==> src/logic/dtmr_map.vh <==
`ifndef DTMR_MAP_VH
`define DTMR_MAP_VH

// register addresses
`define DTMR_CNT1_ADDR 16'hFF50
`define DTMR_CNT2_ADDR 16'hFF51
`define DTMR_CMP1_ADDR 16'hFF52
`define DTMR_CMP2_ADDR 16'hFF53
`define DTMR_MODE1_ADDR 16'hFF54
`define DTMR_MODE2_ADDR 16'hFF55
`define DTMR_PSC1_ADDR 16'hFF56
`define DTMR_PSC2_ADDR 16'hFF57

// reset values
`define DTMR_MODE_RESET 8'h00
`define DTMR_PSC_RESET 3'h0
`define DTMR_CMP_RESET 8'h00
`define DTMR_CNT_RESET 8'h00

// mode register fields
`define DTMR_COUNT_EN_BIT 7
`define DTMR_PWM_SEL_BIT 6
`define DTMR_CASCADE_BIT 4
`define DTMR_FORCE_SET_BIT 3
`define DTMR_FORCE_CLR_BIT 2
`define DTMR_INV_LVL_BIT 1
`define DTMR_OUT_EN_BIT 0

// bits kept in storage; force bits are never stored
`define DTMR_MODE1_KEEP 8'hC3
`define DTMR_MODE2_KEEP 8'hD3

// prescaler selection codes
`define DTMR_PSC_EXT_FALL 3'h0
`define DTMR_PSC_EXT_RISE 3'h1
`define DTMR_PSC_DIV4 3'h2
`define DTMR_PSC_DIV8 3'h3
`define DTMR_PSC_DIV16 3'h4
`define DTMR_PSC_DIV32 3'h5
`define DTMR_PSC_DIV128 3'h6
`define DTMR_PSC_DIV512 3'h7

// divider terminal masks, one less than each ratio
`define DTMR_MASK_DIV4 9'h003
`define DTMR_MASK_DIV8 9'h007
`define DTMR_MASK_DIV16 9'h00F
`define DTMR_MASK_DIV32 9'h01F
`define DTMR_MASK_DIV128 9'h07F
`define DTMR_MASK_DIV512 9'h1FF

`endif

==> src/logic/dtmr_sync.v <==
`timescale 1ns/100ps
module dtmr_sync
#(
   parameter WIDTH = 2
)
(
   input wire clk,
   input wire resetn,
   input wire [WIDTH-1:0] async_in,
   output reg [WIDTH-1:0] sync_out
);

   reg [WIDTH-1:0] stage1;

   // first stage feeds only the second
   always @(posedge clk or negedge resetn)
   begin
      if (!resetn)
      begin
         stage1 <= {WIDTH{1'b0}};
         sync_out <= {WIDTH{1'b0}};
      end
      else
      begin
         stage1 <= async_in;
         sync_out <= stage1;
      end
   end

endmodule // dtmr_sync

==> src/logic/dtmr_prescale.v <==
`timescale 1ns/100ps
`include "dtmr_map.vh"
module dtmr_prescale
(
   input wire clk,
   input wire resetn,
   input wire run,
   input wire [2:0] sel,
   input wire ext_lvl,
   output reg tick
);

   reg [8:0] div;
   reg ext_prev;
   reg [8:0] mask;

   always @*
   begin
      case (sel)
         `DTMR_PSC_DIV4: mask = `DTMR_MASK_DIV4;
         `DTMR_PSC_DIV8: mask = `DTMR_MASK_DIV8;
         `DTMR_PSC_DIV16: mask = `DTMR_MASK_DIV16;
         `DTMR_PSC_DIV32: mask = `DTMR_MASK_DIV32;
         `DTMR_PSC_DIV128: mask = `DTMR_MASK_DIV128;
         `DTMR_PSC_DIV512: mask = `DTMR_MASK_DIV512;
         default: mask = `DTMR_MASK_DIV4;
      endcase
   end

   always @*
   begin
      case (sel)
         `DTMR_PSC_EXT_FALL: tick = run & ext_prev & ~ext_lvl;
         `DTMR_PSC_EXT_RISE: tick = run & ~ext_prev & ext_lvl;
         default: tick = run & ((div & mask) == mask);
      endcase
   end

   // divider held at zero while stopped, so a restart gives a full first period
   always @(posedge clk or negedge resetn)
   begin
      if (!resetn)
      begin
         div <= 9'h000;
         ext_prev <= 1'b0;
      end
      else
      begin
         ext_prev <= ext_lvl;
         if (run)
         begin
            div <= div + 9'h001;
         end
         else
         begin
            div <= 9'h000;
         end
      end
   end

endmodule // dtmr_prescale

==> src/logic/dtmr_top.v <==
`timescale 1ns/100ps
// Operation
// each channel has a read-only 8-bit counter stepping once per count pulse
// a counter read defers a coinciding count pulse by one cycle
// counter clears on reset, on count disable, and on match in clear mode
// in cascade, disabling channel 1 clears the whole 16-bit count
// match raises the channel interrupt pulse, except in pwm mode
// compare registers take any byte and may be written while counting
// software stops a cascaded timer before writing compare values
// mode registers reset to zero and take bit or byte writes
// bit 7 enables counting; clearing it zeroes counter and stops prescaler
// bit 6 picks clear-on-match mode (0) or free-running pwm (1)
// channel 2 bit 4 selects cascade; channel 1 bits 5 and 4 read zero
// bits 3 and 2 force output flop clear or set; 11 is forbidden; here bit 3 sets and bit 2 clears
// force bits act only when written and read back as zero
// outside pwm, bit 1 enables output flop toggling on match
// in pwm, bit 1 picks the active level, high when zero
// bit 0 hands the pin to the timer output, else port logic
// in pwm, count disable drives the output inactive
// three-bit prescaler picks external edge or clock divided 4 to 512
// with toggling on in clear mode, output flop toggles every match
// in pwm, compare value sets the active width per 256-count period
// cascade: channel 1 low byte, channel 2 high byte, 16-bit match
// all register effects are synchronous to clk
`include "dtmr_map.vh"
module dtmr_top
(
   input wire clk,
   input wire resetn,
   input wire [15:0] bus_addr,
   input wire bus_wr,
   input wire bus_bit_wr,
   input wire [2:0] bus_bit_sel,
   input wire [7:0] bus_wdata,
   input wire bus_rd,
   output reg [7:0] bus_rdata,
   input wire chan1_ext_count_in,
   input wire chan2_ext_count_in,
   input wire chan1_port_out,
   input wire chan2_port_out,
   output wire chan1_out_pin,
   output wire chan2_out_pin,
   output wire chan1_match_irq,
   output wire chan2_match_irq
);

   // per-channel views, channel 1 in the low slice
   wire [15:0] mode_bus;
   wire [15:0] cnt_bus;
   wire [15:0] cmp_bus;
   wire [5:0] psc_bus;
   wire [1:0] step_bus;
   wire [1:0] run_bus;
   wire [1:0] pwm_bus;
   wire [1:0] pin_bus;
   wire [1:0] irq_bus;
   wire [1:0] ext_sync;
   wire [1:0] port_bus;

   wire cascade_sel;
   wire cnt_read;
   wire low_carry;
   wire match16;
   wire clear16;

   // byte write, or one bit replaced
   function [7:0] dtmr_merge;
      input [7:0] old;
      input byte_wr;
      input [2:0] bit_sel;
      input bit_val;
      begin
         dtmr_merge = old;
         if (byte_wr)
         begin
            dtmr_merge = bus_wdata;
         end
         else
         begin
            dtmr_merge[bit_sel] = bit_val;
         end
      end
   endfunction

   dtmr_sync
   #(
      .WIDTH(2)
   )
   u_ext_sync
   (
      .clk(clk),
      .resetn(resetn),
      .async_in({chan2_ext_count_in, chan1_ext_count_in}),
      .sync_out(ext_sync)
   );

   assign port_bus = {chan2_port_out, chan1_port_out};
   assign cascade_sel = mode_bus[8 + `DTMR_CASCADE_BIT];

   // a read of either counter holds both, so a cascaded pair reads coherently
   assign cnt_read = bus_rd & ((bus_addr == `DTMR_CNT1_ADDR) |
                               (bus_addr == `DTMR_CNT2_ADDR));

   // low byte rolling over carries into the high byte
   assign low_carry = step_bus[0] & (cnt_bus[7:0] == 8'hFF);
   assign match16 = (cnt_bus == cmp_bus);
   assign clear16 = cascade_sel & step_bus[0] & match16 & ~pwm_bus[0];

   genvar i;
   generate
      for (i = 0; i < 2; i = i + 1)
      begin : chan
         localparam [15:0] MODE_ADDR = (i == 0) ? `DTMR_MODE1_ADDR : `DTMR_MODE2_ADDR;
         localparam [15:0] CMP_ADDR = (i == 0) ? `DTMR_CMP1_ADDR : `DTMR_CMP2_ADDR;
         localparam [15:0] PSC_ADDR = (i == 0) ? `DTMR_PSC1_ADDR : `DTMR_PSC2_ADDR;
         localparam [7:0] KEEP = (i == 0) ? `DTMR_MODE1_KEEP : `DTMR_MODE2_KEEP;

         reg [7:0] mode;
         reg [7:0] cmp;
         reg [2:0] psc;
         reg [7:0] cnt;
         reg [7:0] next_cnt;
         reg out_ff;
         reg pwm_lvl;
         reg pin;
         reg irq;
         reg pend;

         wire wr_any;
         wire wr_mode;
         wire wr_cmp;
         wire wr_psc;
         wire [7:0] mode_new;
         wire [7:0] cmp_new;
         wire [7:0] psc_new;
         wire force_set;
         wire force_clr;
         wire en;
         wire pwm;
         wire inv;
         wire oe;
         wire run;
         wire raw_tick;
         wire step;
         wire own_match;
         wire event_hit;
         wire timer_out;

         assign wr_any = bus_wr | bus_bit_wr;
         assign wr_mode = wr_any & (bus_addr == MODE_ADDR);
         assign wr_cmp = wr_any & (bus_addr == CMP_ADDR);
         assign wr_psc = wr_any & (bus_addr == PSC_ADDR);

         assign mode_new = dtmr_merge(mode, bus_wr, bus_bit_sel, bus_wdata[0]);
         assign cmp_new = dtmr_merge(cmp, bus_wr, bus_bit_sel, bus_wdata[0]);
         assign psc_new = dtmr_merge({5'h00, psc}, bus_wr, bus_bit_sel, bus_wdata[0]);

         // forbidden pattern 11 is ignored rather than guessed at
         assign force_set = wr_mode & mode_new[`DTMR_FORCE_SET_BIT] &
                            ~mode_new[`DTMR_FORCE_CLR_BIT];
         assign force_clr = wr_mode & mode_new[`DTMR_FORCE_CLR_BIT] &
                            ~mode_new[`DTMR_FORCE_SET_BIT];

         assign en = mode[`DTMR_COUNT_EN_BIT];
         assign pwm = mode[`DTMR_PWM_SEL_BIT];
         assign inv = mode[`DTMR_INV_LVL_BIT];
         assign oe = mode[`DTMR_OUT_EN_BIT];

         if (i == 0)
         begin : lo
            assign run = en;
         end
         else
         begin : hi
            // cascaded high byte also stops with channel 1
            assign run = cascade_sel ? (en & run_bus[0]) : en;
         end

         dtmr_prescale u_psc
         (
            .clk(clk),
            .resetn(resetn),
            .run(run),
            .sel(psc),
            .ext_lvl(ext_sync[i]),
            .tick(raw_tick)
         );

         // deferred pulse replays next cycle; pulses are never closer than two cycles
         assign step = pend | (raw_tick & ~cnt_read);

         assign own_match = (cnt == cmp);

         if (i == 0)
         begin : lo_ev
            assign event_hit = ~cascade_sel & step & own_match & ~pwm;
         end
         else
         begin : hi_ev
            assign event_hit = cascade_sel ? clear16 : (step & own_match & ~pwm);
         end

         always @*
         begin
            next_cnt = cnt;
            if (!run)
            begin
               next_cnt = `DTMR_CNT_RESET;
            end
            else if ((i == 0) && cascade_sel)
            begin
               if (clear16)
               begin
                  next_cnt = `DTMR_CNT_RESET;
               end
               else if (step)
               begin
                  next_cnt = cnt + 8'h01;
               end
            end
            else if ((i == 1) && cascade_sel)
            begin
               if (clear16)
               begin
                  next_cnt = `DTMR_CNT_RESET;
               end
               else if (low_carry)
               begin
                  next_cnt = cnt + 8'h01;
               end
            end
            else if (step)
            begin
               if (own_match && !pwm)
               begin
                  next_cnt = `DTMR_CNT_RESET;
               end
               else
               begin
                  next_cnt = cnt + 8'h01;
               end
            end
         end

         always @(posedge clk or negedge resetn)
         begin
            if (!resetn)
            begin
               mode <= `DTMR_MODE_RESET;
               cmp <= `DTMR_CMP_RESET;
               psc <= `DTMR_PSC_RESET;
               cnt <= `DTMR_CNT_RESET;
               pend <= 1'b0;
               irq <= 1'b0;
               out_ff <= 1'b0;
               pwm_lvl <= 1'b0;
               pin <= 1'b0;
            end
            else
            begin
               if (wr_mode)
               begin
                  mode <= mode_new & KEEP;
               end
               if (wr_cmp)
               begin
                  cmp <= cmp_new;
               end
               if (wr_psc)
               begin
                  psc <= psc_new[2:0];
               end
               pend <= run & raw_tick & cnt_read;
               cnt <= next_cnt;
               irq <= event_hit;
               // forcing wins over a toggle in the same cycle
               if (force_set)
               begin
                  out_ff <= 1'b1;
               end
               else if (force_clr)
               begin
                  out_ff <= 1'b0;
               end
               else if (event_hit && inv && !pwm)
               begin
                  out_ff <= ~out_ff;
               end
               // active while count is below compare; idle when stopped
               pwm_lvl <= (run && (cnt < cmp)) ^ inv;
               pin <= oe ? timer_out : port_bus[i];
            end
         end

         assign timer_out = pwm ? pwm_lvl : out_ff;

         assign mode_bus[8*i+7:8*i] = mode;
         assign cnt_bus[8*i+7:8*i] = cnt;
         assign cmp_bus[8*i+7:8*i] = cmp;
         assign psc_bus[3*i+2:3*i] = psc;
         assign step_bus[i] = step;
         assign run_bus[i] = run;
         assign pwm_bus[i] = pwm;
         assign pin_bus[i] = pin;
         assign irq_bus[i] = irq;
      end
   endgenerate

   // read data lands one cycle after the strobe; unmapped addresses read zero
   always @(posedge clk or negedge resetn)
   begin
      if (!resetn)
      begin
         bus_rdata <= 8'h00;
      end
      else if (bus_rd)
      begin
         case (bus_addr)
            `DTMR_CNT1_ADDR: bus_rdata <= cnt_bus[7:0];
            `DTMR_CNT2_ADDR: bus_rdata <= cnt_bus[15:8];
            `DTMR_CMP1_ADDR: bus_rdata <= cmp_bus[7:0];
            `DTMR_CMP2_ADDR: bus_rdata <= cmp_bus[15:8];
            `DTMR_MODE1_ADDR: bus_rdata <= mode_bus[7:0];
            `DTMR_MODE2_ADDR: bus_rdata <= mode_bus[15:8];
            `DTMR_PSC1_ADDR: bus_rdata <= {5'h00, psc_bus[2:0]};
            `DTMR_PSC2_ADDR: bus_rdata <= {5'h00, psc_bus[5:3]};
            default: bus_rdata <= 8'h00;
         endcase
      end
   end

   assign chan1_out_pin = pin_bus[0];
   assign chan2_out_pin = pin_bus[1];
   assign chan1_match_irq = irq_bus[0];
   assign chan2_match_irq = irq_bus[1];

endmodule // dtmr_top

==> config.mk <==
export PLATFORM = sky130hd
export DESIGN_NAME = dtmr_top
export DESIGN_NICKNAME = d
export VERILOG_FILES = /design/src/logic/dtmr_sync.v /design/src/logic/dtmr_prescale.v /design/src/logic/dtmr_top.v
export VERILOG_INCLUDE_DIRS = /design/src /design/src/logic
export SDC_FILE = /design/constraint.sdc
export NUM_CORES = 1
export LEC_CHECK = 0
export ABC_CLOCK_PERIOD_IN_PS = 5800
export BUFFER_PORTS_ARGS = -buffer_cell sky130_fd_sc_hd__buf_2
export CORE_UTILIZATION = 45
export DETAILED_ROUTE_END_ITERATION = 7
export HOLD_SLACK_MARGIN = 0.08
export PLACE_DENSITY = 0.59
export SLEW_MARGIN = 20
export SYNTH_ARGS = -nofsm -noshare
export SYNTH_HDL_FRONTEND = slang
export SYNTH_SLANG_ARGS = --single-unit
==> constraint.sdc <==
create_clock -name clk -period 5.8 [get_ports clk]
set_input_delay 0 -clock clk [delete_from_list [all_inputs] [get_ports clk]]
set_output_delay 0 -clock clk [all_outputs]
set_load 0.01 [all_outputs]
==> insert_results.sql <==
INSERT INTO impl_metrics (metric_group, metric, value, unit) VALUES
('logic_synthesis', 'synth_cells', '578', ''),
('die', 'io_pins', '48', ''),
('run', 'drv.max_cap_violation_count', '0', ''),
('logic_synthesis', 'synthesis.nets', '634', ''),
('clocking', 'cts_tree', 'yes', ''),
('sta', 'final-hold-violation-count', '0', ''),
('global_routing', 'grt_pass1_vias', '4249', ''),
('pwr', 'power.share.sequential', '49.8', '%'),
('placement', 'place_area', '5517', 'sq um'),
('logic_synthesis', 'yosys_register_bits', '89', ''),
('sta', 'finClkSkew', '0.004318', 'ns'),
('routing', 'routedWlPerCell', '17.72', 'um'),
('placement', 'hpwlAfterDp', '10120', 'um'),
('die', 'core_area', '11030', 'sq um'),
('worst_setup_path', 'rr_worst_depth', '7', ''),
('global_routing', 'grt_antenna_before_repair', '0', ''),
('worst_setup_path', 'critPathLaunchType', 'flip-flop', ''),
('final_layout', 'multiInputGateArea', '2760', 'sq um'),
('final_layout', 'layout.area.seq', '2227', 'sq um'),
('logic_synthesis', 'postSynth.topFlopCell', 'dfrtp_1', ''),
('logic_synthesis', 'seq_area_frac_synth', '43.00', '%'),
('final_layout', 'layout.nets', '684', ''),
('clocking', 'cts_buffer_depth', '2', ''),
('clocking', 'ctsRootBufferMaster', 'clkbuf_16', ''),
('pwr', 'p_leak', '0.002558', 'uW'),
('worst_setup_path', 'crit_type', 'flip-flop to flip-flop', ''),
('final_layout', 'final_core_utilization', '53.65', '%'),
('worst_setup_path', 'timing.critical_path.fanout_max', '25', ''),
('routing', 'viasPerCell', '5.749', ''),
('final_layout', 'layout-area-overhead-vs-synth', '14.25', '%'),
('pwr', 'cellInternalPower', '972.8', 'uW'),
('die', 'start_util', '46.96', '%'),
('global_routing', 'total_congestion_overflow_after_global_routing', '0', ''),
('placement', 'gp_routability_congestion', '0.8736', ''),
('sta', 'maxSlewHeadroom', '34.84', '%'),
('logic_synthesis', 'netlist-cell-type-count', '63', ''),
('clocking', 'clk_pin_slew', '0.06', 'ns'),
('hold_path', 'worst_hold_class', 'input port to asynchronous set/reset pin', ''),
('logic_synthesis', 'synth-compound-area-share', '19.30', '%'),
('worst_setup_path', 'worst_setup_path_end_kind', 'flip-flop', ''),
('routing', 'met1_length', '6377', 'um'),
('sta', 'actual_transition_at_the_worst_max_transition_pin', '0.9729', 'ns'),
('run_status', 'outcome', 'finished clean', ''),
('routing', 'routed.top_layer', 'met4', ''),
('sta', 'setup-tns-final', '0', 'ns'),
('final_layout', 'antenna_cells', '0', ''),
('worst_setup_path', 'rr_endpoint', 'chan[1].cnt[7]', ''),
('pwr', 'vdd_ir_drop_max', '134.0', 'uV'),
('clocking', 'clock_sink_count', '89', ''),
('placement', 'port_buffers', '47', ''),
('worst_setup_path', 'critPathRequiredTime', '6.06', 'ns'),
('logic_synthesis', 'yosys-mux-area-fraction', '5.048', '%'),
('clocking', 'cts.htree.levels', '3', ''),
('pwr', 'power_frac_clock', '44.2', '%'),
('pwr', 'power.density_cell_area', '213.2', 'nW/um^2'),
('pwr', 'relative_contribution_of_combinational_cells_to_total_power', '6.1', '%'),
('routing', 'antenna_left', '0', ''),
('sta', 'finalWorstSetupSlack', '2.691', 'ns'),
('sta', 'finalCritPeriodShare', '53.60', '%'),
('logic_synthesis', 'post_synth_xor_area_fraction', '2.029', '%'),
('die', 'chipWidth', '109.3', 'um'),
('die', 'die_area', '11940', 'sq um'),
('pwr', 'fin_total_pwr', '1261', 'uW'),
('routing', 'postRouteWirelength', '13680', 'um'),
('worst_setup_path', 'critical_path_arrival', '3.37', 'ns'),
('final_layout', 'finish.instance_area', '5918', 'sq um'),
('final_layout', 'fillers', '1014', ''),
('worst_setup_path', 'setup.reg_to_reg.worst_slack', '2.69', 'ns'),
('sta', 'report.final.setup_viol', '0', ''),
('logic_synthesis', 'synth-edff-count', '0', ''),
('sta', 'final_period_minus_worst_setup_slack', '3.109', 'ns');
[flip-flops by register name, summed over array words and instances, names as in the netlist, 6 cells and up]
signal and cells:
bus_rdata 8, chan.cmp 16, chan.cnt 16, chan.mode 9, chan.psc 6, chan.u_psc.div 18
[stage by stage]
step / hold WS [ns] / cells
floorplan: -0.2956 / 578
global placement: -0.05661 / 745
detailed placement: -0.04831 / 745
CTS: 0.1116 / 772
global route: 0.1548 / 772
finish: 0.1070 / 772
[cell type report]
cell class / count / area share, %
timing repair buffer: 61 / 6.300
inverter: 27 / 1.712
sequential: 89 / 37.63
clock inverter: 3 / 0.2537
multi-input combinational: 440 / 46.64
tap: 140 / 2.960
clock buffer: 12 / 4.503
[metal layers]
| layer | vias to the layer above | global-route usage, % |
|---|---|---|
| met4 | 0 | 9.143 |
| met3 | 18 | 3.972 |
| met1 | 2135 | 34.24 |
| li1 | 2165 | - |
| met5 | - | 0 |
| met2 | 120 | 40.03 |
[cell usage after synthesis (2+ instances only)]
cell        n  share of area, %
dfrtp_1    89                43
nor2_1     64               4.6
o21ai_0    58               5.6
nand2_1    54               3.9
a21oi_1    34               3.3
inv_1      27               2.0
ha_1       20               4.8
nand3_1    19               1.8
o31ai_1    19               2.8
clkbuf_1   16               1.2
nor3_1     16               1.5
and2_1     14               1.7
mux2_2     13               2.8
nor2b_1    11               1.3
and3_1     10               1.2
nand2b_1    9               1.1
or3_1       8              0.97
a31oi_1     7              0.85
mux2i_1     7               1.4
xnor2_1     7               1.2
or2_2       5              0.60
xor2_1      5              0.85
a21boi_0    4              0.58
buf_1       4              0.29
and4_1      3              0.51
nand4_1     3              0.36
o21a_1      3              0.43
a211oi_1    2              0.29
a21o_1      2              0.29
a221oi_1    2              0.34
a22oi_1     2              0.29
a31o_2      2              0.34
and3b_1     2              0.34
mux4_2      2              0.87
nor4_1      2              0.24
nor4bb_1    2              0.39
o2bb2ai_1   2              0.34
o31ai_2     2              0.48
o41a_1      2              0.43
or3b_2      2              0.34
[critical path, cell delays in order, from the launching register on]
cell,delay (ns)
dfrtp_1,0.83
nand2_1,0.14
o32ai_2,0.38
a31oi_4,0.28
and4_1,0.28
or3_1,0.47
or2_1,0.38
o31ai_2,0.25
[what timing repair did]
action	in CTS	in global routing
setup buffers	0	0
hold endpoints to repair	58	0
hold buffers	12	0
[cells in the final DEF, fill, tap and decap left out, drive strengths merged, types with 13 or more instances in the layout]
cell / n
a21oi: 34
nand2: 54
nor3: 16
inv: 27
ha: 20
nor2: 64
and2: 15
o21ai: 58
buf: 49
o31ai: 22
mux2: 13
dfrtp: 89
nand3: 20
[power by group through the flow]
stage / clock (uW) / combinational [uW] / sequential [uW]
floorplan: 0 / 31.4 / 640
global placement: 0 / 70.2 / 639
detailed placement: 0 / 71.2 / 639
CTS: 570 / 77.6 / 628
global route: 595 / 86.3 / 628
finish: 557 / 76.5 / 628
[cells by family after synthesis]
kind of cell / after synthesis
simple gates: 231
fa+ha+maj: 20
buf+inv: 49
flops: 89
compound gates: 155
xor+xnor: 12
mux: 22
[how the worst max path moves through the flow]
stage	end	cells after the start	slack (ns)	from
3_3_place_gp	chan[1].cnt[7]	7	2.78	chan[0].mode[7]
3_5_place_dp	chan[1].cnt[7]	7	2.72	chan[0].mode[7]
5_1_grt	chan[1].cnt[7]	7	2.52	chan[0].mode[7]
6_report	chan[1].cnt[7]	7	2.69	chan[0].mode[7]
2_1_floorplan	chan[1].cnt[7]	10	3.38	chan[0].u_psc.div[4]
4_1_cts	chan[1].cnt[7]	7	2.70	chan[0].mode[7]
No activity file was read; power rests on OpenSTA's default activity.
